`config.mk`:
```
export PLATFORM = sky130hd
export DESIGN_NAME = hbc_device_flat
export DESIGN_NICKNAME = d
export VERILOG_FILES = /design/src/hbc_pkg.sv /design/src/hbc_if.sv /design/src/hbc_device.sv /design/src/flat_wrapper.sv
export VERILOG_INCLUDE_DIRS = /design/src
export SDC_FILE = /design/constraint.sdc
export NUM_CORES = 1
export LEC_CHECK = 0
export ABC_AREA = 1
export ABC_CLOCK_PERIOD_IN_PS = 2500
export BUFFER_PORTS_ARGS = -buffer_cell sky130_fd_sc_hd__buf_2
export CAP_MARGIN = 30
export CORE_ASPECT_RATIO = 1.1
export CORE_MARGIN = 4
export CORE_UTILIZATION = 60
export DETAILED_ROUTE_END_ITERATION = 8
export GPL_ROUTABILITY_DRIVEN = 0
export GPL_TIMING_DRIVEN = 0
export PLACE_DENSITY = 0.92
export SLEW_MARGIN = 20
export SYNTH_ARGS = -nofsm -noshare
export SYNTH_HDL_FRONTEND = slang
export SYNTH_SLANG_ARGS = --single-unit
```
`constraint.sdc`:
```
create_clock -name sys_clk -period 2.5 [get_ports sys_clk]
set_input_delay 0.25 -clock sys_clk [delete_from_list [all_inputs] [get_ports sys_clk]]
set_output_delay 0.25 -clock sys_clk [all_outputs]
set_load 0.02 [all_outputs]
```
`src/hbc_map.svh`:
```
`ifndef HBC_MAP_SVH
`define HBC_MAP_SVH

// system clock period in ps (250 MHz)
`define HBC_CLK_PS 4000
// constant off time, min and max in ns
`define HBC_TOFF_MIN_NS 15000
`define HBC_TOFF_MAX_NS 26000
// blanking time, min and max in ns
`define HBC_TBLANK_MIN_NS 12000
`define HBC_TBLANK_MAX_NS 21000
// power-on and wake-up delay, max in ns
`define HBC_TWAKE_MAX_NS 5000000
// controller pulse rate in Hz
`define HBC_PWM_HZ 10000
// least cycle counts, rounded up
`define HBC_TOFF_CYC \
    ((`HBC_TOFF_MIN_NS * 1000 + `HBC_CLK_PS - 1) / `HBC_CLK_PS)
`define HBC_TBLANK_CYC \
    ((`HBC_TBLANK_MIN_NS * 1000 + `HBC_CLK_PS - 1) / `HBC_CLK_PS)
// longest wake delay, rounded down
`define HBC_TWAKE_CYC ((`HBC_TWAKE_MAX_NS / 1000) * (1000000 / `HBC_CLK_PS))
// controller pulse period in cycles
`define HBC_PWM_CYC (1000000000 / `HBC_PWM_HZ * 1000 / `HBC_CLK_PS)
// temperature input width
`define HBC_TEMP_W 8
// foldback start and latch codes of the temperature input
`define HBC_TEMP_FOLD 8'hA0
`define HBC_TEMP_LATCH 8'hAF

`endif

```
`src/hbc_pkg.sv`:
```
package hbc_pkg;
    // drive state of one half-bridge
    typedef enum logic [1:0] {HBC_LOW, HBC_HIGH, HBC_HIZ} hbc_drive_t;
    typedef enum {HBC_SLEEP, HBC_WAKE, HBC_RUN} hbc_pwr_t;
    typedef enum {HBC_BLANK, HBC_ON, HBC_OFF} hbc_reg_t;
endpackage

```
`src/hbc_if.sv`:
```
`timescale 1ns/10ps
interface hbc_if;
    logic polarity_in_a;
    logic polarity_in_b;
    logic disable_active_high;
    logic disable_active_low;
    logic enable;
    // open-drain fault flag: oe low means pulled low
    logic fault_flag_n_o;
    logic fault_flag_n_oe_n;
    logic fault_flag_n;
    logic [1:0] bridge_out_a;
    logic [1:0] bridge_out_b;

    // pull-up on the flag
    assign fault_flag_n = fault_flag_n_oe_n ? 1'b1 : fault_flag_n_o;

    modport device (
        input polarity_in_a, polarity_in_b, disable_active_high,
        input disable_active_low, enable,
        output fault_flag_n_o, fault_flag_n_oe_n, bridge_out_a, bridge_out_b
    );
    modport ctrl (
        output polarity_in_a, polarity_in_b, disable_active_high,
        output disable_active_low, enable,
        input fault_flag_n, bridge_out_a, bridge_out_b
    );
endinterface

```
`src/hbc_device.sv`:
```
`timescale 1ns/10ps
`include "hbc_map.svh"

// Overview of operation
// - awake and enabled: outputs follow polarity inputs
// - disable active: all switches off, flag low
// - disable toggle clears latch and flag
// - undervoltage: hi-z, flag low, self recovery
// - short during blanking or overtemp latches hi-z, flag low
// - regulation trip: hi-z for fixed off time
// - blanking ignores threshold after each activation
// - short during blanking latches hi-z immediately
// - regulation switching period at least 27 us (off plus blanking)
// - controller holds one input, pulses other
// - operational within wake delay after enable
// - operational within power-on delay
// - floating inputs: polarity high, disable active
// - foldback from 160C, latch at 175C
// - enable low: sleep, hi-z, flag released
// - fault flag is active-low open drain
// - regulation acts on low-side current only
module hbc_device #(
    parameter int TWAKE_CYC = `HBC_TWAKE_CYC
) (
    // clock and reset
    input wire logic sys_clk,
    input wire logic rst_n,
    // controller pins
    hbc_if.device pins,
    // analog monitor events
    input wire logic low_side_over_reg,
    input wire logic low_side_over_fold,
    input wire logic high_side_short,
    input wire logic low_side_short,
    input wire logic under_voltage,
    input wire logic [`HBC_TEMP_W-1:0] junction_temp,
    // status
    output logic fault_latched
);
    localparam int TOFF = `HBC_TOFF_CYC;
    localparam int TBLANK = `HBC_TBLANK_CYC;

    // ------------------------------------------------------------
    // input synchronisers
    // ------------------------------------------------------------
    logic [11:0] s1_r, s2_r;
    logic [11:0] async_in;
    assign async_in = {pins.polarity_in_a, pins.polarity_in_b,
                       pins.disable_active_high, pins.disable_active_low,
                       pins.enable, low_side_over_reg, low_side_over_fold,
                       high_side_short, low_side_short, under_voltage,
                       junction_temp >= `HBC_TEMP_LATCH,
                       junction_temp >= `HBC_TEMP_FOLD};
    always_ff @(posedge sys_clk or negedge rst_n)
    begin
        if (!rst_n)
        begin
            // floating defaults: polarity high, disabled, asleep
            s1_r <= 12'hE00;
            s2_r <= 12'hE00;
        end
        else
        begin
            s1_r <= async_in;
            s2_r <= s1_r;
        end
    end
    logic in_a, in_b, dis_hi, dis_lo_n, en, over_reg, over_fold;
    logic hs_short, ls_short, uv, overtemp, fold;
    assign {in_a, in_b, dis_hi, dis_lo_n, en, over_reg, over_fold,
            hs_short, ls_short, uv, overtemp, fold} = s2_r;

    // ------------------------------------------------------------
    // state
    // ------------------------------------------------------------
    hbc_pkg::hbc_pwr_t pwr_r, pwr_nxt;
    hbc_pkg::hbc_reg_t reg_r, reg_nxt;
    logic [22:0] wcnt_r, wcnt_nxt;
    logic [12:0] tcnt_r, tcnt_nxt;
    logic latch_r, latch_nxt;
    logic dis_r, dis_nxt;
    logic [1:0] in_r, in_nxt;
    logic [1:0] out_a_r, out_a_nxt, out_b_r, out_b_nxt;
    logic fs_r, fs_nxt;
    logic disabled, drive_ok, temp_fold;

    assign disabled = dis_hi || !dis_lo_n;
    // threshold folds back to the lower comparator when hot
    assign temp_fold = fold;

    function automatic logic [1:0] drv(input logic lvl);
        drv = lvl ? 2'(hbc_pkg::HBC_HIGH) : 2'(hbc_pkg::HBC_LOW);
    endfunction

    always_comb
    begin
        pwr_nxt = pwr_r;
        wcnt_nxt = wcnt_r;
        reg_nxt = reg_r;
        tcnt_nxt = tcnt_r;
        latch_nxt = latch_r;
        dis_nxt = disabled;
        in_nxt = {in_a, in_b};
        // power sequencing
        unique case (pwr_r)
            hbc_pkg::HBC_SLEEP:
            begin
                wcnt_nxt = '0;
                if (en)
                    pwr_nxt = hbc_pkg::HBC_WAKE;
            end
            hbc_pkg::HBC_WAKE:
            begin
                wcnt_nxt = wcnt_r + 23'd1;
                if (wcnt_r == 23'(TWAKE_CYC - 1))
                    pwr_nxt = hbc_pkg::HBC_RUN;
            end
            hbc_pkg::HBC_RUN:
            begin
            end
        endcase
        if (!en)
            pwr_nxt = hbc_pkg::HBC_SLEEP;
        drive_ok = (pwr_r == hbc_pkg::HBC_RUN) && !disabled && !uv
                   && !latch_r;
        // fault latch: a disable edge clears it, new fault wins
        if (dis_r != disabled)
            latch_nxt = 1'b0;
        if (drive_ok && overtemp)
            latch_nxt = 1'b1;
        if (drive_ok && reg_r == hbc_pkg::HBC_BLANK
            && (hs_short || ls_short))
            latch_nxt = 1'b1;
        if (pwr_r != hbc_pkg::HBC_RUN)
            latch_nxt = 1'b0;
        // current regulator
        unique case (reg_r)
            hbc_pkg::HBC_BLANK:
            begin
                tcnt_nxt = tcnt_r + 13'd1;
                if (tcnt_r == 13'(TBLANK - 1))
                    reg_nxt = hbc_pkg::HBC_ON;
            end
            hbc_pkg::HBC_ON:
            begin
                tcnt_nxt = '0;
                // only low-side comparators trip regulation
                if (over_reg || (over_fold && junction_fold(overtemp)))
                    reg_nxt = hbc_pkg::HBC_OFF;
                if (in_r != {in_a, in_b})
                    reg_nxt = hbc_pkg::HBC_BLANK;
            end
            hbc_pkg::HBC_OFF:
            begin
                tcnt_nxt = tcnt_r + 13'd1;
                if (tcnt_r == 13'(TOFF - 1))
                begin
                    reg_nxt = hbc_pkg::HBC_BLANK;
                    tcnt_nxt = '0;
                end
            end
        endcase
        if (!drive_ok)
        begin
            reg_nxt = hbc_pkg::HBC_BLANK;
            tcnt_nxt = '0;
        end
        else if (reg_r == hbc_pkg::HBC_ON && in_r != {in_a, in_b})
            tcnt_nxt = '0;
        // outputs
        if (drive_ok && reg_r != hbc_pkg::HBC_OFF)
        begin
            out_a_nxt = drv(in_a);
            out_b_nxt = drv(in_b);
        end
        else
        begin
            out_a_nxt = 2'(hbc_pkg::HBC_HIZ);
            out_b_nxt = 2'(hbc_pkg::HBC_HIZ);
        end
        fs_nxt = !(pwr_r == hbc_pkg::HBC_RUN
                   && (disabled || uv || latch_r));
    end

    // overtemp comparator feeds foldback through its sync stage
    function automatic logic junction_fold(input logic hot);
        junction_fold = hot || temp_fold;
    endfunction

    always_ff @(posedge sys_clk or negedge rst_n)
    begin
        if (!rst_n)
        begin
            pwr_r <= hbc_pkg::HBC_SLEEP;
            reg_r <= hbc_pkg::HBC_BLANK;
            wcnt_r <= '0;
            tcnt_r <= '0;
            latch_r <= 1'b0;
            dis_r <= 1'b1;
            in_r <= 2'h3;
            out_a_r <= 2'(hbc_pkg::HBC_HIZ);
            out_b_r <= 2'(hbc_pkg::HBC_HIZ);
            fs_r <= 1'b1;
        end
        else
        begin
            pwr_r <= pwr_nxt;
            reg_r <= reg_nxt;
            wcnt_r <= wcnt_nxt;
            tcnt_r <= tcnt_nxt;
            latch_r <= latch_nxt;
            dis_r <= dis_nxt;
            in_r <= in_nxt;
            out_a_r <= out_a_nxt;
            out_b_r <= out_b_nxt;
            fs_r <= fs_nxt;
        end
    end

    assign pins.bridge_out_a = out_a_r;
    assign pins.bridge_out_b = out_b_r;
    assign pins.fault_flag_n_o = 1'b0;
    assign pins.fault_flag_n_oe_n = fs_r;
    assign fault_latched = latch_r;
endmodule

```
`src/flat_wrapper.sv`:
```
// flat-port wrapper written by rule: the top's interface ports become plain ports
module hbc_device_flat 
#(
    parameter int TWAKE_CYC = `HBC_TWAKE_CYC
)
  (sys_clk, rst_n, low_side_over_reg, low_side_over_fold, high_side_short, low_side_short, under_voltage, junction_temp, fault_latched, pins_polarity_in_a, pins_polarity_in_b, pins_disable_active_high, pins_disable_active_low, pins_enable, pins_fault_flag_n_o, pins_fault_flag_n_oe_n, pins_bridge_out_a, pins_bridge_out_b);
  hbc_if pins_i ();
  input wire logic sys_clk;
  input wire logic rst_n;
  input wire logic low_side_over_reg;
  input wire logic low_side_over_fold;
  input wire logic high_side_short;
  input wire logic low_side_short;
  input wire logic under_voltage;
  input wire logic [`HBC_TEMP_W-1:0] junction_temp;
  output logic fault_latched;
  input wire logic [$bits(pins_i.polarity_in_a)-1:0] pins_polarity_in_a;
  input wire logic [$bits(pins_i.polarity_in_b)-1:0] pins_polarity_in_b;
  input wire logic [$bits(pins_i.disable_active_high)-1:0] pins_disable_active_high;
  input wire logic [$bits(pins_i.disable_active_low)-1:0] pins_disable_active_low;
  input wire logic [$bits(pins_i.enable)-1:0] pins_enable;
  output wire logic [$bits(pins_i.fault_flag_n_o)-1:0] pins_fault_flag_n_o;
  output wire logic [$bits(pins_i.fault_flag_n_oe_n)-1:0] pins_fault_flag_n_oe_n;
  output wire logic [$bits(pins_i.bridge_out_a)-1:0] pins_bridge_out_a;
  output wire logic [$bits(pins_i.bridge_out_b)-1:0] pins_bridge_out_b;
  assign pins_i.polarity_in_a = pins_polarity_in_a;
  assign pins_i.polarity_in_b = pins_polarity_in_b;
  assign pins_i.disable_active_high = pins_disable_active_high;
  assign pins_i.disable_active_low = pins_disable_active_low;
  assign pins_i.enable = pins_enable;
  assign pins_fault_flag_n_o = pins_i.fault_flag_n_o;
  assign pins_fault_flag_n_oe_n = pins_i.fault_flag_n_oe_n;
  assign pins_bridge_out_a = pins_i.bridge_out_a;
  assign pins_bridge_out_b = pins_i.bridge_out_b;
  hbc_device #(.TWAKE_CYC(TWAKE_CYC)) u_core (.sys_clk(sys_clk), .rst_n(rst_n), .pins(pins_i), .low_side_over_reg(low_side_over_reg), .low_side_over_fold(low_side_over_fold), .high_side_short(high_side_short), .low_side_short(low_side_short), .under_voltage(under_voltage), .junction_temp(junction_temp), .fault_latched(fault_latched));
endmodule
```
Word level (Yosys, flattened, before mapping)
Index checks and enable logic that the tools add are counted.
{"block": "totals", "regBits": 133, "latchBits": 0, "ram_bits": 0, "mem_bits_ro": 0, "inputBits": 20, "output_inout_bits": 7, "wordCells": 83, "memories": 0}
{"block": "classes", "addsub": 2, "multipliers": 0, "div": 0, "magnitude_cmp": 2, "n_eq_ne": 17, "shift": 0, "n_mux": 22, "n_bitwise": 0, "n_reduce_logical": 28}
{"operator": "2-to-1 mux 32 bit", "count": 7}
{"operator": "zero test 32 bit", "count": 3}
{"operator": "case mux 32 bit (3 select lines)", "count": 1}
{"operator": "== test 32 x 1 -> 1 bit (second input constant)", "count": 2}
{"operator": "== test 32 x 2 -> 1 bit (second input constant)", "count": 2}
{"operator": "!= test 32 x 3 -> 1 bit (second input constant)", "count": 2}
{"operator": "case mux 32 bit (2 select lines)", "count": 1}
{"operator": "case mux 23 bit (2 select lines)", "count": 1}
{"operator": "2-to-1 mux 13 bit", "count": 3}
{"operator": "case mux 13 bit (3 select lines)", "count": 1}
{"operator": "== test 32 x 3 -> 1 bit (second input constant)", "count": 1}
{"operator": "== test 13 x 12 -> 1 bit (second input constant)", "count": 2}
{"operator": "adder 23 x 1 -> 23 bit (second input constant)", "count": 1}
{"operator": "== test 23 x 21 -> 1 bit (second input constant)", "count": 1}
{"operator": "greater-or-equal comparator 8 bit (second input constant)", "count": 2}
{"operator": "adder 13 x 1 -> 13 bit (second input constant)", "count": 1}
{"operator": "!= test 3 bit (second input constant)", "count": 4}
{"operator": "logical AND 1 bit", "count": 10}
{"operator": "logical OR 1 bit", "count": 6}
{"operator": "2-to-1 mux 1 bit", "count": 6}
{"operator": "zero test 1 bit", "count": 5}
{"operator": "2-to-1 mux 2 bit", "count": 2}
{"operator": "!= test 4 bit (second input constant)", "count": 1}
{"operator": "nonzero test 4 bit", "count": 1}
{"operator": "5 further kinds", "count": 5}

Longest topological paths before layout
Gate-level depths: netlist of the first run.
{"block": "logic_depth", "ltp_word": 10, "mapped_depth": 10, "ltp_nobuf": 10}

Worst setup path after synthesis of the first run
Ideal clock, no wire load.
{"block": "synth_path", "kind": "flip-flop to flip-flop", "from": "register u_core.tcnt_r[0]", "to": "register u_core.tcnt_r[12]", "setup_ns": 0.077, "arrival_time_ns": 1.306, "required_time_ns": 2.423, "slack_ns": 1.116, "stages_incl_launch_ff": 8, "path_buffers": 0, "synth_period_minus_slack_ns": 1.384, "path_cell_list": "dfrtp_1 -> ha_1 -> nand3_1 -> nor2_2 -> nand3_2 -> nor2_1 -> nand3_1 -> a21oi_1"}
{"block": "synth_between", "elab_chain_cells": 5, "elab_cells_between_ends": 6, "cone_classes": "1 x add/sub; 1 x eq/ne; 4 x mux"}
{"item": "start, declared", "line_no": "hbc_device.sv:79", "text": "logic [12:0] tcnt_r, tcnt_nxt;"}
{"item": "start signal, assigned", "line_no": "hbc_device.sv:210", "text": "tcnt_r <= tcnt_nxt;"}
{"item": "adder 13 x 1 -> 13 bit or == test 13 x 12 -> 1 bit (tied branches)", "line_no": "hbc_device.sv:140, hbc_device.sv:155, hbc_device.sv:156"}
{"item": "2-to-1 mux 13 bit", "line_no": "hbc_device.sv:156", "text": "if (tcnt_r == 13'(TOFF - 1))"}
{"item": "case mux 13 bit (3 select lines) (*)", "line_no": "hbc_device.sv:137", "text": "unique case (reg_r)"}
{"item": "2-to-1 mux 13 bit (*)", "line_no": "hbc_device.sv:168", "text": "else if (reg_r == hbc_pkg::HBC_ON && in_r != {in_a, in_b})"}
{"item": "2-to-1 mux 13 bit (*)", "line_no": "hbc_device.sv:163", "text": "if (!drive_ok)"}
{"item": "net u_core.tcnt_nxt[12]", "line_no": "hbc_device.sv:79"}
The timed path passes the listed nets; every way through them passes the cells marked *.
A chain may end at the register's enable or synchronous reset.

Worst setup path in the final report of the first run
Ends and elaborated chain as after synthesis.

==> impl_summary.md, run 1 <==
Yosys
Ranked by instance count, the synthesized netlist is headed by sky130_fd_sc_hd__nand2_1 (95), sky130_fd_sc_hd__dfrtp_1 (61), sky130_fd_sc_hd__nor2_1 (50). Of the post-synthesis cell area, the dominant cell type holds 44.69%. The count of flip-flops with a built-in enable after synthesis is 0. For this run, the leading register cell type out of synthesis is sky130_fd_sc_hd__dfrtp_1. The compound-cell area share of the yosys netlist is about 6.3%. In the post-synthesis netlist, the biggest area contributors are sky130_fd_sc_hd__dfrtp_1 (45%), sky130_fd_sc_hd__nand2_1 (10%), sky130_fd_sc_hd__dfstp_2 (8.5%). By area, the combinational part of the netlist is dominated by simple AND/OR/NAND/NOR gates. The cell with the most instances after synthesis is sky130_fd_sc_hd__nand2_1. The adder and majority gate portion of the synthesized area is ~2.2%. The number of instances in the synthesized netlist is around 400. After Yosys synthesis, XOR and XNOR cells account for approximately 3.6% of the synthesized area. Sequential elements use a little over half of the synthesized area.

Of the total synthesized cell area, the portion taken by AND, OR, NAND and NOR gates is between 20% and 30%. The share of synthesized registers carrying an async set or reset is 100.0%. The biggest area consumer among synthesized cells is sky130_fd_sc_hd__dfrtp_1. In this run, distinct cell masters in the synthesized netlist total 36. The synthesized net count is 425. The mux cell area share after synthesis is 0%. The mapped cell area is around 3400 um^2. The Yosys warning count is 0.

After synthesis the netlist holds a flip-flop and latch count of 72. The average instance in the mapped netlist occupies approximately 8.6 um^2.

CTS
Buffers inserted during clock tree synthesis total 9. At the later pin of the worst-skew pair, clock insertion delay measures approximately 0.34 ns. The depth of the CTS H-tree is 3.

Clock tree synthesis found a total of 72 sinks. The cell sitting at the root of the clock tree is a sky130_fd_sc_hd__clkbuf_8. In this run the deepest clock path goes through 2 buffers.

The clock slew at the register clock pins of the worst setup and hold paths is 0.08 ns. The CTS tree is yes.

Detailed routing
The ratio of routed vias to standard cells is between 5 and 6. The remaining number of nets flagged by the antenna check after routing is 0. For this block, the initial DRC count from the detailed router was approximately 280.

For this run, the detailed router's first-pass iteration total came to 5. For this block, the routed nets add up to between 8 and 9 mm of wire. After detailed routing, the number of remaining DRC violations is 0. Summing over every cut layer, the via total after detailed routing is 2931. Dividing the detail-routed wire length by the instance count gives 15.60 um.

Floorplanning
The die is ~80 um wide. The number of placed I/O pins is 27. In this run the standard cell core region covers between 5000 and 6000 um^2.

The die area is roughly 7000 um^2. The effective utilization at floorplan is between 60% and 70%. The y dimension of the die is 87.14 um. The number of cell rows is 28.

Worst setup path
Counting both buffers and inverters, the worst setup path holds a total of 0. Along the worst path, the maximum fanout reaches 6. Traced cell by cell, the critical path runs through ha_1 > nand3_1 > nor2_2 > nand3_2 > nor2_1 > nand3_1 > a21oi_1.

The data arrival time of the critical path is approximately 2.0 ns. The highest-delay cell along the critical path is sky130_fd_sc_hd__dfrtp_1. The cell family contributing the most delay on the critical path is simple AND/OR/NAND/NOR gates. The type of the setup path with the least slack is reg -> reg. The worst setup path is captured at a flip-flop. STA puts the critical path data required time at 2.76 ns. STA classifies the critical path startpoint as a flip-flop. By instance count, the cell type seen most on the critical path is sky130_fd_sc_hd__nand3_1. In this design, the stage delay of the slowest critical-path cell is between 0.4 and 0.5 ns.

Timing
The final period utilization is between 60% and 70%. The number of max-slew violations in the final report came to 0. The highest attainable clock frequency is 590.9 MHz.

Headroom to the max-slew limit came out at around two thirds. Clock skew on the completed layout was measured at slightly below 0.009 ns. Setup repair after global routing left no endpoint under its margin. The shortest clock period the worst path allows after layout is roughly 1.7 ns. The transition time at the pin with the least slew margin is 0.5254 ns. After routing, the total negative slack on setup checks comes to 0 ns.

The final-report setup violation count is 0. The final hold violation count is 0.

Job
Max-cap violations in this run came to 0.

Global route
The global-route congestion overflow total is 0. The number of global-route vias before repair is between 2k and 3k. Entering global routing, the biggest net connects 48 pins.

Global routing consumed, over all layers together, 24.56% of the routing resources. The first global-routing pass estimated approximately 13 mm of wire. The initial antenna violation count is 0.

Placement
Once placement finished, the instance area stood at 3657 um^2. Detailed placement finished with a half-perimeter wire length of around 5.2 mm. The count of buffers added on input and output ports is 25.

Finish
The post-route cell area is around 4000 um^2. At the end of the flow, the number of nets in the layout was roughly 470. Counting the fill cells in the layout gives 353. Compared with the post-synthesis result, the final layout area differs by 16.92%. 0 antenna diodes ended up in the layout. The share of final-layout standard cells stronger than drive strength 1 is 18.12%.

Min path
The worst hold path class is in -> reg.

Power
The total power per unit cell area is between 600 and 700 nW/um^2. The worst ir drop on vdd is 0.5050 mV. The leakage power of the design is ~1.8 nW.

Status
The flow ran to the end, and the final reports show no timing, DRC or antenna violations.
[through the flow]
stage / util (%) / instances / setup WS [ns] / total power [mW] / hold WS [ns]
6_report: 73.08 / 522 / 0.8076 / 2.517 / 0.01436
5_1_grt: 73.08 / 522 / 0.6583 / 2.601 / -0.009903
4_1_cts: 72.53 / 519 / 0.8044 / 2.520 / 0.00003633
3_5_place_dp: 66.92 / 500 / 0.8707 / 1.316 / 0.1816
3_3_place_gp: 66.51 / 499 / 0.8922 / 1.303 / 0.3323
2_1_floorplan: - / 399 / 1.116 / 1.261 / -0.04559
[report_power, final]
| group | switching, mW | total, mW | internal [mW] | leakage (nW) |
|---|---|---|---|---|
| Sequential | 0.0146 | 1.21 | 1.20 | 0.925 |
| Combinational | 0.0560 | 0.0920 | 0.0360 | 0.704 |
| Clock | 0.425 | 1.21 | 0.787 | 0.133 |
| Total | 0.496 | 2.52 | 2.02 | 1.76 |
[placed cells by master, fill, tap and decap left out, types with 2 or more instances in the layout]
cell / n
sky130_fd_sc_hd__bufinv_16: 4
sky130_fd_sc_hd__nor2_1: 50
sky130_fd_sc_hd__a22oi_1: 2
sky130_fd_sc_hd__a21oi_1: 6
sky130_fd_sc_hd__xor2_1: 11
sky130_fd_sc_hd__clkbuf_8: 10
sky130_fd_sc_hd__nand3_1: 33
sky130_fd_sc_hd__dfstp_2: 11
sky130_fd_sc_hd__nor3_1: 4
sky130_fd_sc_hd__nor2_2: 14
sky130_fd_sc_hd__nand2_1: 95
sky130_fd_sc_hd__nand2_2: 2
sky130_fd_sc_hd__inv_1: 45
sky130_fd_sc_hd__buf_4: 3
sky130_fd_sc_hd__dfrtp_1: 61
sky130_fd_sc_hd__nand3b_1: 2
sky130_fd_sc_hd__and3_1: 2
sky130_fd_sc_hd__ha_1: 6
sky130_fd_sc_hd__buf_2: 25
sky130_fd_sc_hd__nor2_4: 2
sky130_fd_sc_hd__xnor2_1: 3
sky130_fd_sc_hd__clkbuf_1: 2
sky130_fd_sc_hd__nand3_2: 2
sky130_fd_sc_hd__o21ai_0: 22
sky130_fd_sc_hd__dlygate4sd3_1: 7
sky130_fd_sc_hd__inv_2: 2
sky130_fd_sc_hd__nand4_1: 7
[worst paths after layout]
kind	startpoint	end	slack (ns)	cells after the start
min in group asynchronous	rst_n	u_core.tcnt_r[2]	0.36	2
hold / removal	under_voltage	u_core.s1_r[2]	0.01	1
hold reg to reg	u_core.s1_r[7]	u_core.s2_r[7]	0.35	0
setup reg to reg	u_core.tcnt_r[0]	u_core.tcnt_r[12]	0.81	7
max in group asynchronous	rst_n	u_core.s2_r[9]	1.53	3
setup / recovery	u_core.tcnt_r[0]	u_core.tcnt_r[12]	0.81	7
[repair_timing]
item / CTS / global route
endpoints found under the setup margin: 0 / 0
hold buffers: 4 / 3
endpoints found under the hold margin: 27 / 3
gates resized for setup: 0 / 0
setup buffers: 0 / 0
[area by class of cell]
| type | instances | area, um^2 | share of cell area [%] |
|---|---|---|---|
| repair buffers | 33 | 217.7 | 5.451 |
| clock buffers | 10 | 137.6 | 3.446 |
| well taps | 75 | 93.84 | 2.350 |
| clock inverters | 5 | 128.9 | 3.227 |
| multi-input cells | 274 | 1385 | 34.68 |
| flip-flops and latches | 72 | 1815 | 45.46 |
| plain buffers | 6 | 38.79 | 0.9712 |
| inverters | 47 | 176.4 | 4.417 |
[state kept, by name, summed over array words and instances (netlist names)]
signal	flops
u_core.wcnt_r	23
u_core.pins.fault_flag_n_oe_n	1
u_core.pins.bridge_out_b	1
u_core.s1_r	12
u_core.pins.bridge_out_a	2
u_core.tcnt_r	13
u_core.fault_latched	1
u_core.dis_r	1
u_core.reg_r	2
u_core.in_r	2
u_core.s2_r	12
u_core.pwr_r	2
[cells by family (layout without fill, tap and decap cells)]
| family | Yosys count | in the layout |
|---|---|---|
| DFF | 72 | 72 |
| buffers and inverters | 53 | 101 |
| and+or+nand+nor | 215 | 215 |
| adders and majority gates | 6 | 6 |
| other | 1 | 1 |
| AOI/OAI and AO/OA | 38 | 38 |
| xor gates and xnor gates | 14 | 14 |
[routing by layer]
| metal | global-route usage, % | vias to the layer above | wire [um] | share of wire (%) |
|---|---|---|---|---|
| li1 | - | 1356 | - | - |
| met1 | 27.42 | 1400 | 2944 | 36 |
| met2 | 44.35 | 144 | 4400 | 54 |
| met3 | 6.315 | 31 | 576 | 7.1 |
| met4 | 9.831 | 0 | 221 | 2.7 |
| met5 | 0 | - | 0 | 0 |
Power figures use the tool's default switching activity.
==> run 2: changes to the inputs <==
--- a/config.mk
+++ b/config.mk
@@ -6,17 +6,17 @@
 export SDC_FILE = /design/constraint.sdc
 export NUM_CORES = 1
 export LEC_CHECK = 0
-export ABC_AREA = 1
-export ABC_CLOCK_PERIOD_IN_PS = 2500
+export ABC_AREA = 0
+export ABC_CLOCK_PERIOD_IN_PS = 1500
 export BUFFER_PORTS_ARGS = -buffer_cell sky130_fd_sc_hd__buf_2
 export CAP_MARGIN = 30
 export CORE_ASPECT_RATIO = 1.1
 export CORE_MARGIN = 4
-export CORE_UTILIZATION = 60
+export CORE_UTILIZATION = 53
 export DETAILED_ROUTE_END_ITERATION = 8
 export GPL_ROUTABILITY_DRIVEN = 0
 export GPL_TIMING_DRIVEN = 0
-export PLACE_DENSITY = 0.92
+export PLACE_DENSITY = 0.87
 export SLEW_MARGIN = 20
 export SYNTH_ARGS = -nofsm -noshare
 export SYNTH_HDL_FRONTEND = slang
==> constraint.sdc (replaced) <==
create_clock -name sys_clk -period 1.5 [get_ports sys_clk]
set_input_delay 0.15 -clock sys_clk [delete_from_list [all_inputs] [get_ports sys_clk]]
set_output_delay 0.15 -clock sys_clk [all_outputs]
set_load 0.02 [all_outputs]
==> impl_summary.md, run 2 <==
Placement
The number of placed instances with taps included is 411. Timing analysis after detailed placement gives a worst setup slack of -0.6735 ns. The count of port buffers added during placement is 25. Detailed placement ended at an HPWL of about 4.7 mm.

Timing
The final hold violation count is 0. The transition time at the pin with the least slew margin is ~0.56 ns. In the post-route analysis, the smallest setup slack over all paths is -0.3744 ns. The setup clock skew after layout is between 0.01 and 0.015 ns. The final-report setup violation count is 30. Derived from the worst setup path, the maximum achievable clock frequency is ~530 MHz. The final period utilization is 125.0%. The shortest clock period the worst path allows after layout is between 1.5 and 2 ns. After routing, the total negative slack on setup checks comes to -6.523 ns.

The number of max-slew violations in the final report is 0. The hold slack is roughly 0.017 ns. The tightest slew margin relative to the limit is a little over three fifths.

Setup repair after global routing could not meet its margin everywhere.

Worst setup path
The worst endpoint required time is approximately 1.7 ns. The critical path is of the reg -> reg type. The worst setup path is launched from a flip-flop.

The top fanout value on the critical path is 3. The data arrival time of the critical path is 2.12 ns. The worst setup path is captured at a flip-flop.

CTS
The CTS buffer count is 9. Clock-pin slew was measured on the worst setup and hold paths at 0.08 ns. The later pin in the worst-skew pair is clocked with a latency of about 0.36 ns. The maximum clock path buffer count is 2.

CTS built an H-tree with a depth of 3. Clock tree synthesis found a total of between 70 and 80 sinks. The tree is rooted in a sky130_fd_sc_hd__clkbuf_8. The CTS tree is yes.

Yosys
Yosys attributes the largest share of cell area to sky130_fd_sc_hd__dfrtp_1 (47%), sky130_fd_sc_hd__dfstp_2 (8.9%), sky130_fd_sc_hd__nand2_1 (3.9%). In this run, synthesis produced a sequential element count of 72. Yosys printed 0 warnings.

The mapped cell area is 3243 um^2. The count of flip-flops with a built-in enable after synthesis is 0. Counting distinct cell types in the post-synthesis netlist gives 50. Among all cell types in the netlist, the one instantiated most often is sky130_fd_sc_hd__dfrtp_1.

Of the synthesized area, sequential elements account for about 56%. By count the netlist is led by sky130_fd_sc_hd__dfrtp_1 (61), sky130_fd_sc_hd__nand2_1 (34), sky130_fd_sc_hd__nor2_1 (25). The most used flip-flop cell after synthesis is sky130_fd_sc_hd__dfrtp_1. The area fraction of the dominant cell type after synthesis is a little under half. Synthesis produced a netlist with a net count of between 300 and 400. In this run the mean area of a mapped cell was roughly 11 um^2. Of all cell types, the one taking the most synthesized area is sky130_fd_sc_hd__dfrtp_1. Counting flops with an async set or reset pin after synthesis yields a share of 100.0%. Synthesis produced 308 cells.

Detailed routing
The number of violations reported at the end of detailed-routing iteration 0 is between 300 and 400. The total length of routed wires is just over 9 mm. The remaining number of nets flagged by the antenna check after routing is 0. The wire length per cell is just under 20 um. Across all layers, the routed design uses ~3k vias.

The pre-antenna-repair detailed-routing pass consisted of 6 iterations. Using the TritonRoute via totals, the vias-per-cell ratio works out to roughly 6.2. In the routed design, unresolved DRC markers number 0.

Finish
The flip-flop count of the largest register, all copies and words added is 23. The library cell used most frequently in the layout, excluding fill and tap cells, is sky130_fd_sc_hd__dfrtp_1. After the flow finishes, the layout carries non-filler instances totaling 474. The largest register by flop count is u_core.wcnt_r. The library cells used most frequently in the layout, excluding fill and tap cells, are sky130_fd_sc_hd__dfrtp_1 (49), sky130_fd_sc_hd__nand2_1 (31), sky130_fd_sc_hd__buf_4 (28), sky130_fd_sc_hd__buf_2 (24), sky130_fd_sc_hd__nor2_1 (22). The share of final-layout standard cells stronger than drive strength 1 is ~39%. The number of antenna repair diodes is 0. The largest registers in the layout are u_core.wcnt_r (23), u_core.tcnt_r (13). The area overhead of the layout relative to synthesis is 38.50%.

For this run, the post-layout net count is ~420.

Floorplanning
The standard cell core area is around 5800 um^2. The effective utilization at floorplan is around 56%. The number of cell rows is 29. The die covers 7436 um^2. The floorplan die width is about 83 um.

The number of placed I/O pins is 27. In this run the vertical extent of the chip is ~90 um.

Status
The checks that failed: setup timing. The flow ran to the end, but the final reports show violations.

Power
The leakage power of the design is approximately 1.9 nW. The total power per unit cell area is roughly 850 nW/um^2. The completed layout was analyzed and its total power is between 3 and 4 mW. Across the VDD grid, the largest voltage drop is between 1 and 1.5 mV.

Min path
The path class of the tightest hold or removal check is in -> reg.

Global route
The first global-routing pass estimated around 13 mm of wire. The number of global-route vias before repair is about 2.8k. The global-route congestion overflow total is 0.

Global routing used a little under a quarter of the available tracks. The initial antenna violation count is 0. The largest net degree at the start of global routing is between 50 and 60.

Job
The number of max-cap violations is 0.
[run 2: cells by family after synthesis]
group	share of synthesized area [%]
other	0.1156
xor gates and xnor gates	3.781
DFF	55.98
buffers and inverters	3.202
muxes	0.6944
AOI/OAI and AO/OA	12.96
and+or+nand+nor	20.95
adders and majority gates	2.315
[run 2: worst paths after layout]
check                                      start          endpoint  slack (ns)  cells after the start
worst max-delay path            u_core.tcnt_r[1]   u_core.reg_r[1]       -0.37                      6
worst min-delay path            junction_temp[5]    u_core.s1_r[0]        0.02                      2
worst max register to register  u_core.tcnt_r[1]   u_core.reg_r[1]       -0.37                      6
worst min register to register    u_core.s1_r[4]    u_core.s2_r[4]        0.35                      0
max in group asynchronous                  rst_n    u_core.s1_r[9]        0.72                      3
min in group asynchronous                  rst_n  u_core.tcnt_r[2]        0.19                      2
[run 2: final cells by class]
cell class | count | area, um^2
inverter | 13 | 48.80
buffer | 11 | 85.08
sequential | 72 | 1831
clock buffer | 10 | 137.6
clock inverter | 6 | 67.56
multi-input combinational | 212 | 1645
fill | 328 | 1350
tap | 77 | 96.34
timing repair buffer | 73 | 580.6
[run 2: worst max-delay path, stage by stage, from the launching register on]
cell	delay (ns)
sky130_fd_sc_hd__dfrtp_1	0.38
sky130_fd_sc_hd__buf_6	0.12
sky130_fd_sc_hd__ha_4	0.14
sky130_fd_sc_hd__nand4b_1	0.14
sky130_fd_sc_hd__o41ai_2	0.34
sky130_fd_sc_hd__o311a_1	0.32
sky130_fd_sc_hd__mux2_4	0.32
[run 2: per-stage QoR]
stage / util, % / instance area, um^2
after global placement: 60.10 / 3511
after CTS: 71.64 / 4185
after floorplan: - / 3289
final: 76.89 / 4492
after global routing: 76.89 / 4492
after detailed placement: 60.61 / 3541
[run 2: report_power, final]
| part | internal (mW) | switching [mW] | leakage [nW] |
|---|---|---|---|
| sequential | 2.00 | 0.0274 | 0.905 |
| combinational | 0.0952 | 0.110 | 0.883 |
| clock | 0.818 | 0.767 | 0.0989 |
| total | 2.91 | 0.904 | 1.89 |
[run 2: layer usage]
layer  vias to the layer above  track usage (%)  wire length, um
met5                         -                0                0
met4                         0            10.63              420
met3                        50            5.000              637
met2                       184            37.10             4660
met1                      1429            28.83             3394
li1                       1278                -                -
[run 2: repair_timing]
item | in CTS | in global routing
setup endpoints to repair | 38 | 33
pin swaps | 14 | 20
hold buffers | 11 | 0
resized for setup | 44 | 50
buffers inserted | 22 | 16
endpoints found under the hold margin | 76 | 0
